<file path="src/hdlc_framer_pkg.sv">
// constants and types shared by the hdlc byte framer
//
// Contract
// - flag symbol is the byte 7e, marking frame start and end
// - more than six consecutive ones is an abort, distinct from flags and data
// - with nothing to send the transmitter fills the line with flags
// - transmitter inserts a zero after every five consecutive ones in content
// - receiver deletes the zero following five consecutive ones
// - frame is opening flag, data bytes, two checksum bytes, closing flag
// - 16-bit crc covers frame content without the inserted zeros
// - a closing flag may open the next frame; receiver accepts shared flags
// - framer off after reset; on only with parallel mode selected
// - host writes one byte per ready flag; device sends bytes in order
// - ready flag raises interrupt when transmit interrupt enable is set
// - no further byte: close frame, set frame-closed, send crc and flag
// - frame-closed set no sooner than 8 bit-times after ready was set
// - frame-closed cleared when closing flag starts; done 8 bit-times later
// - received byte sets rx flag and, if enabled, interrupt at once
// - host reads receive status before byte port; status may change after
// - ordinary data bytes carry error 0 and end-of-frame 0
// - good frame: end-of-frame 1, error 0 on last byte, two before are crc
// - error byte reads ff on abort and 7e on bad checksum
package hdlc_framer_pkg;
   localparam logic [7:0] FLAG_BYTE = 8'h7e;
   localparam logic [7:0] ABORT_BYTE = 8'hff;
   localparam logic [2:0] STUFF_ONES = 3'h5;
   localparam logic [2:0] FLAG_ONES = 3'h6;
   localparam logic [2:0] ONES_MAX = 3'h7;
   localparam logic [2:0] LAST_BIT = 3'h7;
   localparam logic [15:0] CRC_PRESET = 16'hffff;
   localparam logic [15:0] CRC_POLY_REV = 16'h8408;
   localparam logic [15:0] CRC_GOOD_RESIDUE = 16'hf0b8;
   localparam logic [3:0] CLOSED_MIN_BITS = 4'h8;

   typedef enum logic [1:0] {TX_FLAG, TX_DATA, TX_CRC} tx_state_t;

   typedef struct packed {
      logic err;
      logic eof;
   } rx_status_t;
endpackage

</file>
<file path="src/hdlc_byte_framer.sv">
// hdlc byte framer: host byte port in, serial hdlc line out and back
`timescale 1ns/100ps
`default_nettype none
module hdlc_byte_framer
   import hdlc_framer_pkg::*;
(
   // clock, reset, enable
   input wire logic clk_in,
   input wire logic rst_in,
   input wire logic clk_en_in,
   // mode control
   input wire logic parallel_mode_select_in,
   input wire logic framer_enable_in,
   input wire logic tx_irq_enable_in,
   input wire logic rx_irq_enable_in,
   // host byte port
   input wire logic byte_wr_in,
   input wire logic [7:0] byte_wr_data_in,
   input wire logic byte_rd_in,
   output logic [7:0] byte_port_out,
   output rx_status_t rx_status_out,
   output logic tx_ready_flag_out,
   output logic frame_closed_flag_out,
   output logic rx_byte_flag_out,
   output logic irq_out,
   // serial line
   input wire logic bit_tick_in,
   input wire logic rx_bit_in,
   output logic tx_bit_out
);
   logic en;
   logic tick;
   assign en = parallel_mode_select_in & framer_enable_in;
   assign tick = clk_en_in & en & bit_tick_in;

   function automatic logic [15:0] crc_bit(input logic [15:0] c, input logic b);
      logic [15:0] r;
      r = {1'b0, c[15:1]};
      if (c[0] ^ b) begin
         r = r ^ CRC_POLY_REV;
      end
      return r;
   endfunction

   // ---------------- transmit ----------------
   tx_state_t tx_state_q;
   logic [7:0] hold_q;
   logic hold_full_q;
   logic hold_full_d;
   logic [7:0] tx_sh_q;
   logic [2:0] tx_cnt_q;
   logic [2:0] tx_ones_q;
   logic tx_stuff_q;
   logic [15:0] tx_crc_q;
   logic [15:0] tx_crc_nx;
   logic crc_hi_q;
   logic byte_end;
   logic load;
   logic tx_ready_d;

   assign byte_end = tick & ~tx_stuff_q & (tx_cnt_q == LAST_BIT);
   assign load = byte_end & hold_full_q & (tx_state_q != TX_CRC);
   assign tx_crc_nx = crc_bit(tx_crc_q, tx_sh_q[0]);

   always_comb begin
      hold_full_d = hold_full_q;
      if (clk_en_in) begin
         if (load) begin
            hold_full_d = 1'b0;
         end else if (byte_wr_in & ~hold_full_q) begin
            hold_full_d = 1'b1;
         end
         if (~en) begin
            hold_full_d = 1'b0;
         end
      end
      tx_ready_d = clk_en_in ? (en & ~hold_full_d) : tx_ready_flag_out;
   end

   always_ff @(posedge clk_in) begin
      if (rst_in) begin
         hold_full_q <= 1'b0;
         hold_q <= 8'h00;
         tx_ready_flag_out <= 1'b0;
      end else begin
         hold_full_q <= hold_full_d;
         tx_ready_flag_out <= tx_ready_d;
         // writes while not ready are dropped so no byte is overwritten
         if (clk_en_in & byte_wr_in & ~hold_full_q) begin
            hold_q <= byte_wr_data_in;
         end
      end
   end

   always_ff @(posedge clk_in) begin
      if (rst_in | (clk_en_in & ~en)) begin
         tx_state_q <= TX_FLAG;
         tx_sh_q <= FLAG_BYTE;
         tx_cnt_q <= 3'h0;
         tx_ones_q <= 3'h0;
         tx_stuff_q <= 1'b0;
         tx_crc_q <= CRC_PRESET;
         crc_hi_q <= 1'b0;
         frame_closed_flag_out <= 1'b0;
         tx_bit_out <= 1'b1;
      end else if (tick) begin
         if (tx_stuff_q) begin
            tx_bit_out <= 1'b0;
            tx_stuff_q <= 1'b0;
            tx_ones_q <= 3'h0;
         end else begin
            tx_bit_out <= tx_sh_q[0];
            tx_sh_q <= {1'b0, tx_sh_q[7:1]};
            tx_cnt_q <= tx_cnt_q + 3'h1;
            if (tx_state_q != TX_FLAG && tx_sh_q[0]) begin
               tx_ones_q <= tx_ones_q + 3'h1;
               tx_stuff_q <= (tx_ones_q == STUFF_ONES - 3'h1);
            end else begin
               tx_ones_q <= 3'h0;
            end
            if (tx_state_q == TX_DATA) begin
               tx_crc_q <= tx_crc_nx;
            end
            if (tx_cnt_q == LAST_BIT) begin
               unique case (tx_state_q)
                  TX_FLAG: begin
                     if (hold_full_q) begin
                        tx_state_q <= TX_DATA;
                        tx_sh_q <= hold_q;
                        tx_crc_q <= CRC_PRESET;
                     end else begin
                        tx_sh_q <= FLAG_BYTE;
                     end
                  end
                  TX_DATA: begin
                     if (hold_full_q) begin
                        tx_sh_q <= hold_q;
                     end else begin
                        tx_state_q <= TX_CRC;
                        tx_sh_q <= ~tx_crc_nx[7:0];
                        frame_closed_flag_out <= 1'b1;
                     end
                  end
                  TX_CRC: begin
                     if (!crc_hi_q) begin
                        tx_sh_q <= ~tx_crc_q[15:8];
                        crc_hi_q <= 1'b1;
                     end else begin
                        // closing flag may open the next frame right away
                        tx_state_q <= TX_FLAG;
                        tx_sh_q <= FLAG_BYTE;
                        crc_hi_q <= 1'b0;
                        frame_closed_flag_out <= 1'b0;
                     end
                  end
               endcase
            end
         end
      end
   end

   // ---------------- receive ----------------
   logic [7:0] rx_sh_q;
   logic [2:0] rx_cnt_q;
   logic [2:0] rx_ones_q;
   logic rx_in_frame_q;
   logic rx_has_bytes_q;
   logic [15:0] rx_crc_q;
   logic rx_acc;
   logic rx_flag_ev;
   logic rx_abort_ev;
   logic [7:0] rx_new;
   logic [15:0] rx_crc_byte;
   logic dlv;
   logic [7:0] dlv_data;
   rx_status_t dlv_st;
   logic rx_flag_d;

   always_comb begin
      rx_new = {rx_bit_in, rx_sh_q[7:1]};
      rx_crc_byte = rx_crc_q;
      for (int i = 0; i < 8; i++) begin
         rx_crc_byte = crc_bit(rx_crc_byte, rx_new[i]);
      end
      rx_abort_ev = tick & rx_bit_in & (rx_ones_q == FLAG_ONES);
      rx_flag_ev = tick & ~rx_bit_in & (rx_ones_q == FLAG_ONES);
      // a zero after five ones is stuffing and never enters the byte
      rx_acc = tick & (rx_bit_in ? (rx_ones_q < FLAG_ONES)
                                 : (rx_ones_q != STUFF_ONES && rx_ones_q != FLAG_ONES));
      dlv = 1'b0;
      dlv_data = rx_new;
      dlv_st = '{err: 1'b0, eof: 1'b0};
      if (rx_abort_ev & rx_in_frame_q & rx_has_bytes_q) begin
         dlv = 1'b1;
         dlv_data = ABORT_BYTE;
         dlv_st = '{err: 1'b1, eof: 1'b0};
      end else if (rx_flag_ev & rx_in_frame_q & rx_has_bytes_q) begin
         dlv = 1'b1;
         dlv_data = FLAG_BYTE;
         dlv_st.eof = 1'b1;
         dlv_st.err = (rx_crc_q != CRC_GOOD_RESIDUE) | (rx_cnt_q != LAST_BIT);
      end else if (rx_acc & rx_in_frame_q & (rx_cnt_q == LAST_BIT)) begin
         dlv = 1'b1;
      end
      rx_flag_d = rx_byte_flag_out;
      if (clk_en_in) begin
         if (byte_rd_in) begin
            rx_flag_d = 1'b0;
         end
         if (dlv) begin
            rx_flag_d = 1'b1;
         end
         if (~en) begin
            rx_flag_d = 1'b0;
         end
      end
   end

   always_ff @(posedge clk_in) begin
      if (rst_in | (clk_en_in & ~en)) begin
         rx_sh_q <= 8'h00;
         rx_cnt_q <= 3'h0;
         rx_ones_q <= 3'h0;
         rx_in_frame_q <= 1'b0;
         rx_has_bytes_q <= 1'b0;
         rx_crc_q <= CRC_PRESET;
      end else if (tick) begin
         rx_ones_q <= rx_bit_in ? ((rx_ones_q == ONES_MAX) ? ONES_MAX : rx_ones_q + 3'h1)
                                : 3'h0;
         if (rx_abort_ev) begin
            rx_in_frame_q <= 1'b0;
         end else if (rx_flag_ev) begin
            rx_in_frame_q <= 1'b1;
            rx_has_bytes_q <= 1'b0;
            rx_cnt_q <= 3'h0;
            rx_crc_q <= CRC_PRESET;
         end else if (rx_acc) begin
            rx_sh_q <= rx_new;
            rx_cnt_q <= rx_cnt_q + 3'h1;
            if (rx_cnt_q == LAST_BIT) begin
               rx_crc_q <= rx_crc_byte;
               rx_has_bytes_q <= 1'b1;
            end
         end
      end
   end

   // status changes only with a new byte, so reading it first is safe
   always_ff @(posedge clk_in) begin
      if (rst_in) begin
         byte_port_out <= 8'h00;
         rx_status_out <= '{err: 1'b0, eof: 1'b0};
         rx_byte_flag_out <= 1'b0;
         irq_out <= 1'b0;
      end else begin
         rx_byte_flag_out <= rx_flag_d;
         if (clk_en_in) begin
            irq_out <= (tx_ready_d & tx_irq_enable_in) | (rx_flag_d & rx_irq_enable_in);
         end
         if (clk_en_in & dlv) begin
            byte_port_out <= dlv_data;
            rx_status_out <= dlv_st;
         end
      end
   end

   // ---------------- checks ----------------
   logic [3:0] bits_since_ready_q;
   always_ff @(posedge clk_in) begin
      if (rst_in | load) begin
         bits_since_ready_q <= 4'h0;
      end else if (tick && bits_since_ready_q != 4'hf) begin
         bits_since_ready_q <= bits_since_ready_q + 4'h1;
      end
   end
endmodule
`default_nettype wire

</file>
<file path="config.mk">
export PLATFORM = sky130hd
export DESIGN_NAME = hdlc_byte_framer
export DESIGN_NICKNAME = d
export VERILOG_FILES = /design/src/hdlc_framer_pkg.sv /design/src/hdlc_byte_framer.sv
export SDC_FILE = /design/constraint.sdc
export NUM_CORES = 1
export LEC_CHECK = 0
export ABC_AREA = 0
export BUFFER_PORTS_ARGS = -buffer_cell sky130_fd_sc_hd__buf_2
export CAP_MARGIN = 20
export CORE_AREA = 5 5 90 92
export DETAILED_ROUTE_END_ITERATION = 8
export DIE_AREA = 0 0 95 97
export PLACE_DENSITY = 0.79
export SLEW_MARGIN = 20
export SYNTH_ARGS = -nofsm -noshare
export SYNTH_HDL_FRONTEND = slang
export SYNTH_SLANG_ARGS = --single-unit
</file>
<file path="constraint.sdc">
create_clock -name clk_in -period 5.55 [get_ports clk_in]
set_input_delay 1.3875 -clock clk_in [delete_from_list [all_inputs] [get_ports clk_in]]
set_output_delay 1.3875 -clock clk_in [all_outputs]
set_load 0.05 [all_outputs]
</file>
* Yosys cells after proc, flatten, opt, wreduce, memory -nomap -nowiden *
Cells that the tools add are included.

word-level totals
  bits in registers = 90
  latch bits = 0
  memory bits (writable) = 0
  ROM bits = 0
  input bits = 19
  output and inout bits = 15
  logic and storage cells = 175
  memories kept = 0

cells by class
  $add $sub $neg = 4
  $mul = 0
  div/mod/pow operators = 0
  magnitude comparators = 1
  equality and inequality tests = 15
  shifts and indexed selects = 0
  multiplexer cells = 60
  bitwise logic cells = 56
  reduce and logical (&&, ||, !) cells = 16

operator list
  operator                count
  $mux W16                16
  $mux W8                 6
  $not A2 Y3              9
  $and A1 B1 Y1           26
  $mux W1                 24
  $pmux W8 S3             1
  $mux W3                 6
  $ne A16 B16 Y1 const B  1
  $not A8 Y8              2
  $eq A3 B3 Y1 const B    5
  $add A3 B1 Y3 const B   4
  $reduce_and A4 Y1       3
  $reduce_and A6 Y1       2
  $mux W2                 5
  $reduce_bool A2 Y1      5
  $ne A3 B3 Y1 const B    3
  $xor A1 B1 Y1           9
  $ne A2 B2 Y1 const B    4
  $not A1 Y1              7
  $pmux W2 S3             1
  $reduce_and A2 Y1       2
  $lt A3 B3 Y1 const B    1
  $or A1 B1 Y1            3
  $reduce_and A3 Y1       1
  other kinds (5)         6

* Depth between registers and ports, before layout *
Gate-level depths: netlist of run 1.

  depth in word-level cells = 19
  mapped depth = 7
  depth with buffers taken out = 6

* Worst setup path after synthesis of run 1 *
Ideal clock, no wire load.

  path kind = input to register
  from = input port rx_bit_in
  to = register rx_crc_q[11]
  library setup time = 0.130 ns
  data arrival time = 2.717 ns
  slack = 2.703 ns
  stages on the path = 5
  path buffers = 1
  cells stage by stage = or3_4 -> a311o_1 -> nor3_4 -> buf_6 -> a2bb2oi_2

between the ends
  longest elaborated chain between the ends = 5
  elaborated cells between the ends (all ways) = 12

RTL lines
  what                          RTL line                 source
  start: declaration            hdlc_byte_framer.sv:28   input wire logic rx_bit_in,
  $not A1 Y1                    hdlc_byte_framer.sv:186  rx_flag_ev = tick & ~rx_bit_in & (rx_ones_q == FLAG_ONES);
  $and A1 B1 Y1 (2 in series)   hdlc_byte_framer.sv:186
  $reduce_bool A2 Y1 (no line)  -
  $reduce_and A4 Y1 (no line)   -
  end signal: assignment        hdlc_byte_framer.sv:241  rx_crc_q <= rx_crc_byte;
  end: declaration              hdlc_byte_framer.sv:168  logic [15:0] rx_crc_q;

Parallel ways exist; a longest one is shown, timed or not.
A chain may end at the register's enable or synchronous reset.

* Worst setup path after layout of run 1 *
  from = input port rx_bit_in
  to = register rx_crc_q[3]

between the ends
  longest elaborated chain between the ends = 5
  elaborated cells between the ends (all ways) = 16

RTL lines
  what                                            RTL line
  $xor A1 B1 Y1 or $not A1 Y1 (tied branches)     hdlc_byte_framer.sv:39, hdlc_byte_framer.sv:186
  $mux W16 or $and A1 B1 Y1 (tied branches)       hdlc_byte_framer.sv:39, hdlc_byte_framer.sv:186
  $mux W16 or $and A1 B1 Y1 (tied branches)       hdlc_byte_framer.sv:240, hdlc_byte_framer.sv:186
  $mux W16 or $reduce_bool A2 Y1 (tied branches)  -
  $mux W16 or $reduce_and A4 Y1 (tied branches)   -

Parallel ways exist; a longest one is shown, timed or not. The select of a mux whose other input is x is not followed.

==> impl_metrics.tcl, run 1 <==
set metrics [dict create \
    drv_slew 0 \
    hold_viol_final 0 \
    slowest_delay_ns 0.70 \
    layout-drive-gt1-share_pct 13.8 \
    critPathLaunchType "input pin" \
    die-width_um 95 \
    slew_headroom_pct 42.8 \
    drt-total-wl_mm 9.89 \
    cts_sinks 89 \
    cp_max_fo 16 \
    netlist_instances 488 \
    p_int_mw 0.855 \
    holdPathStages 2 \
    rows 31 \
    synth_top_area_share_pct 42.1 \
    postCtsSetupRepairBufs 0 \
    gp_congestion 0.917 \
    dp_hpwl_mm 7.18 \
    synthesis.nets 519 \
    ioPinCount 34 \
    fin_crit_sh_pct 55.6 \
    grt_max_degree 33 \
    hold_start "tx_cnt_q[1]" \
    synth_enable_flop_cells 0 \
    async_flop_share_pct 0 \
    wl_per_cell_um 16.2 \
    synthMuxAreaShare_pct 2.40 \
    antenna_cells 0 \
    ctsHoldBuffers 0 \
    hold_end "tx_cnt_q[1]" \
    numCtsBuffers 9 \
    rsz0062_at_grt "false" \
    powerDensity_nw_per_um2 245 \
    yosys_warnings 0 \
    path_clk_slew_ns 0.09 \
    start_util_pct 59.2 \
    avgSynthCellArea_um2 8.66 \
    p_leak_nw 1.64 \
    finClkSkew_ns 0.0152 \
    final_util_pct 64.7 \
    p_switching_mw 0.276 \
    synth.distinct_cells 55 \
    routed_via_density 5.94 \
    clock_tree.root_cell "clkbuf_8" \
    dr.pass1.iters 5 \
    die_h_um 97 \
    r2r-end "rx_crc_q[3]" \
    grtUsageTotal_pct 22.0 \
    critical_path_buf_inv_count 1 \
    vias 3634 \
    tritoncts "done" \
    gr-total-overflow 0 \
    htree_num_levels 3 \
    yosysTopAreaCell "dfxtp_1" \
    areaGrowthSynthToFinish_pct 9.14 \
    seq_power_share_pct 57.3 \
    synth-simple-area-share_pct 20.7 \
    switching_share_pct 24.4 \
    seq_area_frac_synth_pct 42.1 \
    clkPwrFrac_pct 37.5 \
    cts.path.max_buffers 2 \
    cp.required_ns 5.76 \
    path_delay_family "simple AND/OR/NAND/NOR gates" \
    combPwrFrac_pct 5.2 \
    cap_violations 0 \
    ys.flop_type "dfxtp_1" \
    core_area_um2 7140 \
    grt_pass1_vias 3333 \
    synthXorXnorAreaFrac_pct 6.01 \
    antenna_found_initial 0 \
    yosys-top-cells-count "dfxtp_1 (89), nand2_1 (68), a21oi_1 (40), o21ai_0 (40), nand3_1 (33)" \
    setup_viol 0 \
    critPathCaptureType "flop" \
    arrival_ns 3.30 \
    crit_chain "buf_2 > or3_4 > a311o_1 > nor3_4 > a2bb2oi_1" \
    nets 539 \
    synth_compound_area_share_pct 21.2 \
    worst_pin_slew_ns 0.857 \
    worst_path_max_delay_cell "nor3_4" \
    portBuffers 33 \
    ir_worst_vdd_mv 0.140 \
    synth-seq-cells 89 \
    reg2reg_depth 6 \
    synth_top_family_by_area "compound AO/OA/AOI/OAI gates" \
    timing.fmax_ghz 0.324 \
    finalCriticalPeriod_ns 3.09 \
    reg2reg_slack_ns 2.97 \
    dieArea_um2 9220 \
    power_mw 1.13 \
    syn_area_um2 4230 \
    drc 0 \
    synthTopCellsByArea "dfxtp_1 (42%), nand2_1 (6.0%), a21oi_1 (4.7%)" \
    insertion_delay_ns 0.36 \
    ctsResizeCount 0 \
    synth_most_common_cell "dfxtp_1" \
    postRouteAntennaNets 0 \
    holdCritPathClass "flop to flop" \
    reg2reg_from "rx_ones_q[0]" \
    status "completed" \
    critical_path_class "input pin to flop" \
    drtIter0Drc 305 \
    synthAdderAreaFrac_pct 3.55 \
    timing.hold.ws_ns 0.470 \
    tns_ns 0 \
    grt_first_pass_wirelength_mm 16.4 \
]
==> logic make-up (layout without fill, tap and decap cells) <==
logic type,after synthesis,in the layout
buffers and inverters,40,65
and+or+nand+nor,176,176
adders and majority gates,12,12
AOI/OAI and AO/OA,132,132
xor gates and xnor gates,29,29
muxes,10,10
DFF,89,89
==> tightest hold or removal path, stage by stage, from the launching register on <==
cell and delay, ns:
dfxtp_1 0.32, nand2_1 0.05, a21oi_1 0.05
==> how the worst max path moves through the flow <==
stage	startpoint	endpoint	slack [ns]	cells past startpoint
after floorplan	rx_bit_in	rx_crc_q[11]	2.70	5
after global placement	clk_en_in	tx_crc_q[15]	2.06	5
after detailed placement	rx_bit_in	rx_crc_q[3]	2.06	5
after CTS	rx_bit_in	rx_crc_q[3]	2.44	5
after global routing	rx_bit_in	rx_crc_q[0]	2.35	5
final	rx_bit_in	rx_crc_q[3]	2.46	5
==> power groups by stage <==
stage / logic [mW] / clock network (mW) / registers (mW)
2_1_floorplan: 0.0403 / 0 / 0.663
3_3_place_gp: 0.0565 / 0 / 0.663
3_5_place_dp: 0.0582 / 0 / 0.663
4_1_cts: 0.0584 / 0.430 / 0.648
5_1_grt: 0.0640 / 0.457 / 0.649
6_report: 0.0588 / 0.424 / 0.648
==> registers in the layout (all words and copies together) (netlist names), 2 cells and up <==
signal	cells
rx_crc_q	16
tx_crc_q	16
byte_port_out	8
hold_q	8
tx_sh_q	8
rx_sh_q	7
rx_cnt_q	3
rx_ones_q	3
tx_cnt_q	3
tx_ones_q	3
rx_status_out	2
tx_state_q	2
==> cell usage in the layout, fill, tap and decap left out, types with 2 or more instances in the layout <==
master,synthesis,layout
a311o_1,2,2
nand3_1,33,33
nor3_1,6,6
xnor2_1,22,22
dfxtp_1,89,89
a2bb2oi_1,7,7
nand4_1,4,4
o21ai_0,40,40
clkinv_4,0,2
buf_4,0,3
or3b_2,2,2
a31oi_1,10,9
xor2_1,7,7
or3_1,4,4
ha_1,12,12
buf_2,4,33
nor2_1,21,21
a2bb2oi_2,10,10
nand3b_1,2,2
nand2_1,68,68
clkbuf_8,0,11
o221ai_1,2,2
nand2b_1,11,11
mux2i_1,9,9
a21oi_1,40,40
inv_1,13,13
o211ai_1,2,2
nor2b_1,12,12
a311oi_1,2,2
nor4b_1,2,2
and4_1,2,2
o22ai_1,3,3
==> through the flow <==
stage               instance area [um^2]  worst slack (ns)  std cells
floorplan                           4230              2.70        488
global placement                    4420              2.06        596
detailed placement                  4420              2.06        596
CTS                                 4610              2.44        612
global route                        4610              2.35        612
finish                              4610              2.46        612
==> cell type report <==
class                   count  area, um^2
multi-input cells         359        2280
fillers                   609        2520
clock buffers              11         151
inverters                  13        48.8
repair buffers             36         188
well taps                  99         124
clock inverters             5        38.8
flip-flops and latches     89        1780
==> metal layers <==
metal | up-vias | track usage (%) | share of wire [%]
met5 | - | 0 | 0
met4 | 0 | 7.66 | 1.7
met3 | 16 | 3.10 | 5.1
met2 | 117 | 34.5 | 47
met1 | 1724 | 30.6 | 47
li1 | 1777 | - | -
(Power assumes the default switching activity.)
==> run 2, diff against run 1 <==
--- a/config.mk
+++ b/config.mk
@@ -5,13 +5,13 @@
 export SDC_FILE = /design/constraint.sdc
 export NUM_CORES = 1
 export LEC_CHECK = 0
-export ABC_AREA = 0
+export ABC_AREA = 1
 export BUFFER_PORTS_ARGS = -buffer_cell sky130_fd_sc_hd__buf_2
 export CAP_MARGIN = 20
-export CORE_AREA = 5 5 90 92
+export CORE_AREA = 5 5 91 93
 export DETAILED_ROUTE_END_ITERATION = 8
-export DIE_AREA = 0 0 95 97
-export PLACE_DENSITY = 0.79
+export DIE_AREA = 0 0 96 98
+export PLACE_DENSITY = 0.78
 export SLEW_MARGIN = 20
 export SYNTH_ARGS = -nofsm -noshare
 export SYNTH_HDL_FRONTEND = slang
==> constraint.sdc (replaced) <==
create_clock -name clk_in -period 2.9 [get_ports clk_in]
set_input_delay 0.725 -clock clk_in [delete_from_list [all_inputs] [get_ports clk_in]]
set_output_delay 0.725 -clock clk_in [all_outputs]
set_load 0.05 [all_outputs]
==> impl_metrics.tcl, run 2 <==
set metrics [dict create \
    status "completed" \
    async_flop_share_pct 0 \
    drt-total-wl_mm 9.43 \
    grt_util_met3_pct 5.16 \
    mostFrequentLayoutCells "nand2_1 (124), dfxtp_1 (89), a21oi_1 (54)" \
    grt_max_degree 25 \
    routed_via_density 5.36 \
    insertion_delay_ns 0.37 \
    rsz0062_at_grt "false" \
    postPlaceCellArea_um2 4480 \
    final_util_pct 63.2 \
    finalInstanceArea_um2 4700 \
    holdCritPathClass "flop to flop" \
    start_util_pct 57.0 \
    die_h_um 98 \
    nFillCells 647 \
    synth_enable_flop_cells 0 \
    top_regs "rx_crc_q x16, tx_crc_q x16" \
    antenna_found_initial 0 \
    drv_slew 0 \
    grt_pass1_vias 3492 \
    numCtsBuffers 9 \
    synthesis.nets 575 \
    critPathLaunchType "flop" \
    ys.flop_type "dfxtp_1" \
    use_met1_pct 27.8 \
    fin_crit_sh_pct 72.8 \
    grt_use_met2_pct 33.9 \
    finalCriticalPeriod_ns 2.11 \
    reg2reg_slack_ns 0.79 \
    die-width_um 96 \
    finClkSkew_ns 0.0147 \
    final_common_cell "nand2_1" \
    powerDensity_nw_per_um2 495 \
    synth_most_common_cell "nand2_1" \
    setup_viol 0 \
    drc 0 \
    syn_area_um2 4250 \
    slew_headroom_pct 67.6 \
    cp.required_ns 3.18 \
    gr-total-overflow 0 \
    critPathCaptureType "flop" \
    dp_hpwl_mm 7.00 \
    vias 3669 \
    antenna_cells 0 \
    arrival_ns 2.40 \
    postRouteAntennaNets 0 \
    avgSynthCellArea_um2 7.81 \
    grtUsageTotal_pct 21.1 \
    critical_path_class "flop to flop" \
    busiest_layer "met2" \
    dieArea_um2 9410 \
    ir_worst_vdd_mv 0.258 \
    yosysTopAreaCell "dfxtp_1" \
    ctsHoldBuffers 0 \
    core_area_um2 7450 \
    netlist_instances 544 \
    clock_tree.root_cell "clkbuf_8" \
    tritoncts "done" \
    synth-seq-cells 89 \
    cts.path.max_buffers 2 \
    tns_ns 0 \
    post-place-cells 668 \
    rows 32 \
    fin_cells 684 \
    path_clk_slew_ns 0.09 \
    areaGrowthSynthToFinish_pct 10.8 \
    yosys_warnings 0 \
    layout-drive-gt1-share_pct 15.8 \
    nets 608 \
    seq_area_frac_synth_pct 42.0 \
    cap_violations 0 \
    htree_num_levels 3 \
    ctsResizeCount 0 \
    postCtsSetupRepairBufs 0 \
    synthTopCellsByArea "dfxtp_1 (42%), nand2_1 (11%), a21oi_1 (6.4%)" \
    hold_viol_final 0 \
    gp_congestion 0.862 \
    ioPinCount 34 \
    dr.pass1.iters 7 \
    cts_sinks 89 \
    cp_max_fo 14 \
    grt_first_pass_wirelength_mm 16.1 \
    portBuffers 33 \
    drtIter0Drc 221 \
    p_leak_nw 2.11 \
    synth_top_area_share_pct 42.0 \
    synth.distinct_cells 34 \
    wl_per_cell_um 13.8 \
    worst_pin_slew_ns 0.483 \
    timing.fmax_ghz 0.473 \
    yosys-top-cells-count "nand2_1 (124), dfxtp_1 (89), a21oi_1 (54)" \
]
-- run 2: cell count changes in the layout (fill, tap and decap cells not counted), moves of 10 or more --
cell / delta
a2bb2oi_2: -10
a21oi_1: +14
nand2_1: +56
nand3_1: -17
inv_1: +34
nand3_2: +12
nand2b_1: -11
nor2b_1: -12
-- run 2: cell families (layout without fill, tap and decap cells) --
logic type,count (synthesis),after routing,synth area share (%)
AND/OR/NAND/NOR,207,207,24.2
buffers and inverters,73,111,7.37
AO/OA/AOI/OAI,137,137,17.6
XOR/XNOR,26,26,5.36
flip-flops,89,89,42.0
adder cells (fa/ha/maj),12,12,3.54
-- run 2: report_power, final --
part	internal (mW)	total, mW	switching (mW)
Clock	0.492	0.961	0.469
Sequential	1.24	1.25	0.0107
Combinational	0.0388	0.121	0.0822
-- run 2: through the flow --
step | power (mW) | hold WS [ns] | setup slack (ns)
global placement | 1.39 | 0.453 | 0.650
CTS | 2.33 | 0.472 | 0.819
finish | 2.33 | 0.475 | 0.788
global route | 2.42 | 0.489 | 0.598
floorplan | 1.35 | 0.429 | 1.11
detailed placement | 1.39 | 0.454 | 0.617
-- run 2: cell type report --
type	count	area, um^2	share of cell area, %
multi-input combinational	382	2150	45.7
sequential	89	1780	37.9
inverter	58	223	4.73
timing repair buffer	37	195	4.15
tap	102	128	2.71
clock buffer	9	124	2.63
clock inverter	7	101	2.15
-- run 2: worst paths after layout --
kind,to,startpoint,cells past startpoint
max,tx_crc_q[11],tx_cnt_q[0],8
min,tx_sh_q[7],tx_sh_q[7],2
max reg2reg,tx_crc_q[11],tx_cnt_q[0],8
min reg2reg,tx_sh_q[7],tx_sh_q[7],2
-- run 2: layer usage --
| layer | vias to the layer above | routed length (um) |
|---|---|---|
| li1 | 1860 | - |
| met1 | 1706 | 4230 |
| met2 | 88 | 4590 |
| met3 | 15 | 485 |
| met4 | 0 | 122 |
| met5 | - | 0 |
-- run 2: critical path, cell delays in order, from the launching register on --
cell      delay, ns
dfxtp_1        0.38
ha_1           0.17
ha_1           0.31
clkinv_1       0.39
nor2_8         0.24
inv_2          0.05
o21ai_2        0.17
inv_2          0.18
o211ai_1       0.13
==> run 3, diff against run 2 <==
--- a/config.mk
+++ b/config.mk
@@ -5,13 +5,13 @@
 export SDC_FILE = /design/constraint.sdc
 export NUM_CORES = 1
 export LEC_CHECK = 0
-export ABC_AREA = 1
+export ABC_AREA = 0
 export BUFFER_PORTS_ARGS = -buffer_cell sky130_fd_sc_hd__buf_2
 export CAP_MARGIN = 20
-export CORE_AREA = 5 5 91 93
+export CORE_AREA = 5 5 95 97
 export DETAILED_ROUTE_END_ITERATION = 8
-export DIE_AREA = 0 0 96 98
-export PLACE_DENSITY = 0.78
+export DIE_AREA = 0 0 100 102
+export PLACE_DENSITY = 0.74
 export SLEW_MARGIN = 20
 export SYNTH_ARGS = -nofsm -noshare
 export SYNTH_HDL_FRONTEND = slang
==> constraint.sdc (replaced) <==
create_clock -name clk_in -period 1.9 [get_ports clk_in]
set_input_delay 0.475 -clock clk_in [delete_from_list [all_inputs] [get_ports clk_in]]
set_output_delay 0.475 -clock clk_in [all_outputs]
set_load 0.05 [all_outputs]
==> impl_metrics.tcl, run 3 (synthesis gave the netlist of run 1 again) <==
set metrics [dict create \
    status "finished with violations" \
    violations "negative setup slack" \
    finClkSkew_ns 0.0107 \
    hold_start "byte_wr_data_in[3]" \
    arrival_ns 2.24 \
    grt_max_degree 18 \
    cap_violations 0 \
    final.setup.worst_slack_ns -0.0563 \
    gp_congestion 0.855 \
    grt_pass1_vias 3637 \
    drv_slew 0 \
    dieArea_um2 10200 \
    p_int_mw 2.60 \
    worst_path_max_delay_cell "or3_4" \
    cp_max_fo 16 \
    antenna_cells 0 \
    gr-total-overflow 0 \
    drc 0 \
    grtUsageTotal_pct 21.2 \
    portBuffers 33 \
    ioPinCount 34 \
    startpoint "rx_ones_q[0]" \
    dp_slack_ns -0.145 \
    hold_viol_final 0 \
    drtIter0Drc 146 \
    cts.path.max_buffers 2 \
    grt_first_pass_wirelength_mm 17.3 \
    mostFrequentLayoutCells "dfxtp_1 (87), nand2_1 (68), a21oi_1 (40), o21ai_0 (40), buf_4 (37)" \
    cts_sinks 89 \
    routed_via_density 5.76 \
    drt-total-wl_mm 10.5 \
    final_common_cell "dfxtp_1" \
    slew_headroom_pct 66.2 \
    postRouteAntennaNets 0 \
    dp_hpwl_mm 7.64 \
    die-width_um 100 \
    p_leak_nw 1.83 \
    rows 33 \
    slowest_delay_ns 0.39 \
    ir_worst_vdd_mv 0.337 \
    reg2reg_from "rx_ones_q[0]" \
    critical_path_class "flop to flop" \
    vias 3755 \
    setup_viol 17 \
    numCtsBuffers 9 \
    timing.hold.ws_ns 0.350 \
    powerDensity_nw_per_um2 684 \
    critPathLaunchType "flop" \
    holdCritPathClass "input pin to flop" \
    combPwrFrac_pct 6.1 \
    insertion_delay_ns 0.35 \
    nets 575 \
    timing.fmax_ghz 0.511 \
    p_switching_mw 0.796 \
    worst_pin_slew_ns 0.505 \
    core_area_um2 8050 \
    layout-drive-gt1-share_pct 21.2 \
    path_clk_slew_ns 0.09 \
    rsz0062_at_grt "true" \
    critPathCaptureType "flop" \
    die_h_um 102 \
    seq_power_share_pct 55.5 \
    clock_tree.root_cell "clkbuf_8" \
    crit_chain "inv_2 > ha_4 > or3_4 > a311o_1 > o211ai_4 > buf_12 > a2bb2oi_1" \
    power_mw 3.40 \
    clkPwrFrac_pct 38.3 \
    areaGrowthSynthToFinish_pct 17.6 \
    cp.required_ns 2.19 \
    dr.pass1.iters 4 \
    postCtsSetupRepairBufs 0 \
    antenna_found_initial 0 \
    start_util_pct 52.5 \
    wl_per_cell_um 16.0 \
    tritoncts "done" \
    fin_crit_sh_pct 103 \
    htree_num_levels 3 \
    switching_share_pct 23.4 \
    top_regs "rx_crc_q x16, tx_crc_q x16" \
    finalCriticalPeriod_ns 1.96 \
]
## run 3: cell types whose count changed in the layout (fill, tap and decap cells not counted), sizes merged, moves of 16 or more
cell and change:
inv -44, nand2 -60, nor2 -18, a2bb2oi +17, o21ai -16, buf +35
a21oi -16
## run 3: what timing repair did
| action | 4_1_cts | 5_1_grt |
|---|---|---|
| hold buffers | 0 | 0 |
| gates resized for setup | 3 | 6 |
| setup endpoints to repair | 18 | 27 |
| pin swaps | 1 | 8 |
## run 3: final cells by class
class / instances / area (um^2)
fill: 711 / 3080
multi-input combinational: 359 / 2330
sequential: 89 / 1790
timing repair buffer: 72 / 483
clock buffer: 10 / 138
tap: 105 / 131
clock inverter: 4 / 53.8
inverter: 13 / 48.8
## run 3: path summary, 6_finish.rpt
| kind | end | slack [ns] | cells after the start |
|---|---|---|---|
| worst max register to register | rx_crc_q[3] | -0.06 | 7 |
| worst min-delay path | hold_q[3] | 0.35 | 3 |
| worst max-delay path | rx_crc_q[3] | -0.06 | 7 |
| worst min register to register | tx_sh_q[7] | 0.47 | 2 |
## run 3: metrics by stage
step                      area [um^2]  std cells  setup TNS (ns)  utilization (%)
after floorplan                  4240        488           -1.31                -
after global placement           4740        638           -1.56             58.8
after detailed placement         4740        638           -2.40             58.8
after CTS                        4940        652          -0.332             61.3
after global routing             4970        652           -1.85             61.7
final                            4970        652          -0.420             61.7
## run 3: routing by layer
| metal | track usage (%) | up-vias | wire length [um] |
|---|---|---|---|
| met5 | 0 | - | 0 |
| met3 | 4.10 | 27 | 464 |
| met2 | 36.3 | 89 | 5270 |
| li1 | - | 1840 | - |
| met1 | 25.5 | 1799 | 4440 |
| met4 | 10.6 | 0 | 278 |
## run 3: power groups by stage
stage | combinational [mW] | sequential, mW | clock, mW
floorplan | 0.118 | 1.94 | 0
global placement | 0.199 | 1.93 | 0
detailed placement | 0.204 | 1.93 | 0
CTS | 0.206 | 1.89 | 1.34
global route | 0.226 | 1.89 | 1.43
finish | 0.209 | 1.89 | 1.30
## run 3: worst max-delay path, delay by kind of cell, from the launching register on
kind	cells	cell delay [ns]
AOI/OAI and AO/OA	3	0.75
adders and majority gates	1	0.15
buffers and inverters	2	0.24
DFF	1	0.36
and+or+nand+nor	1	0.39
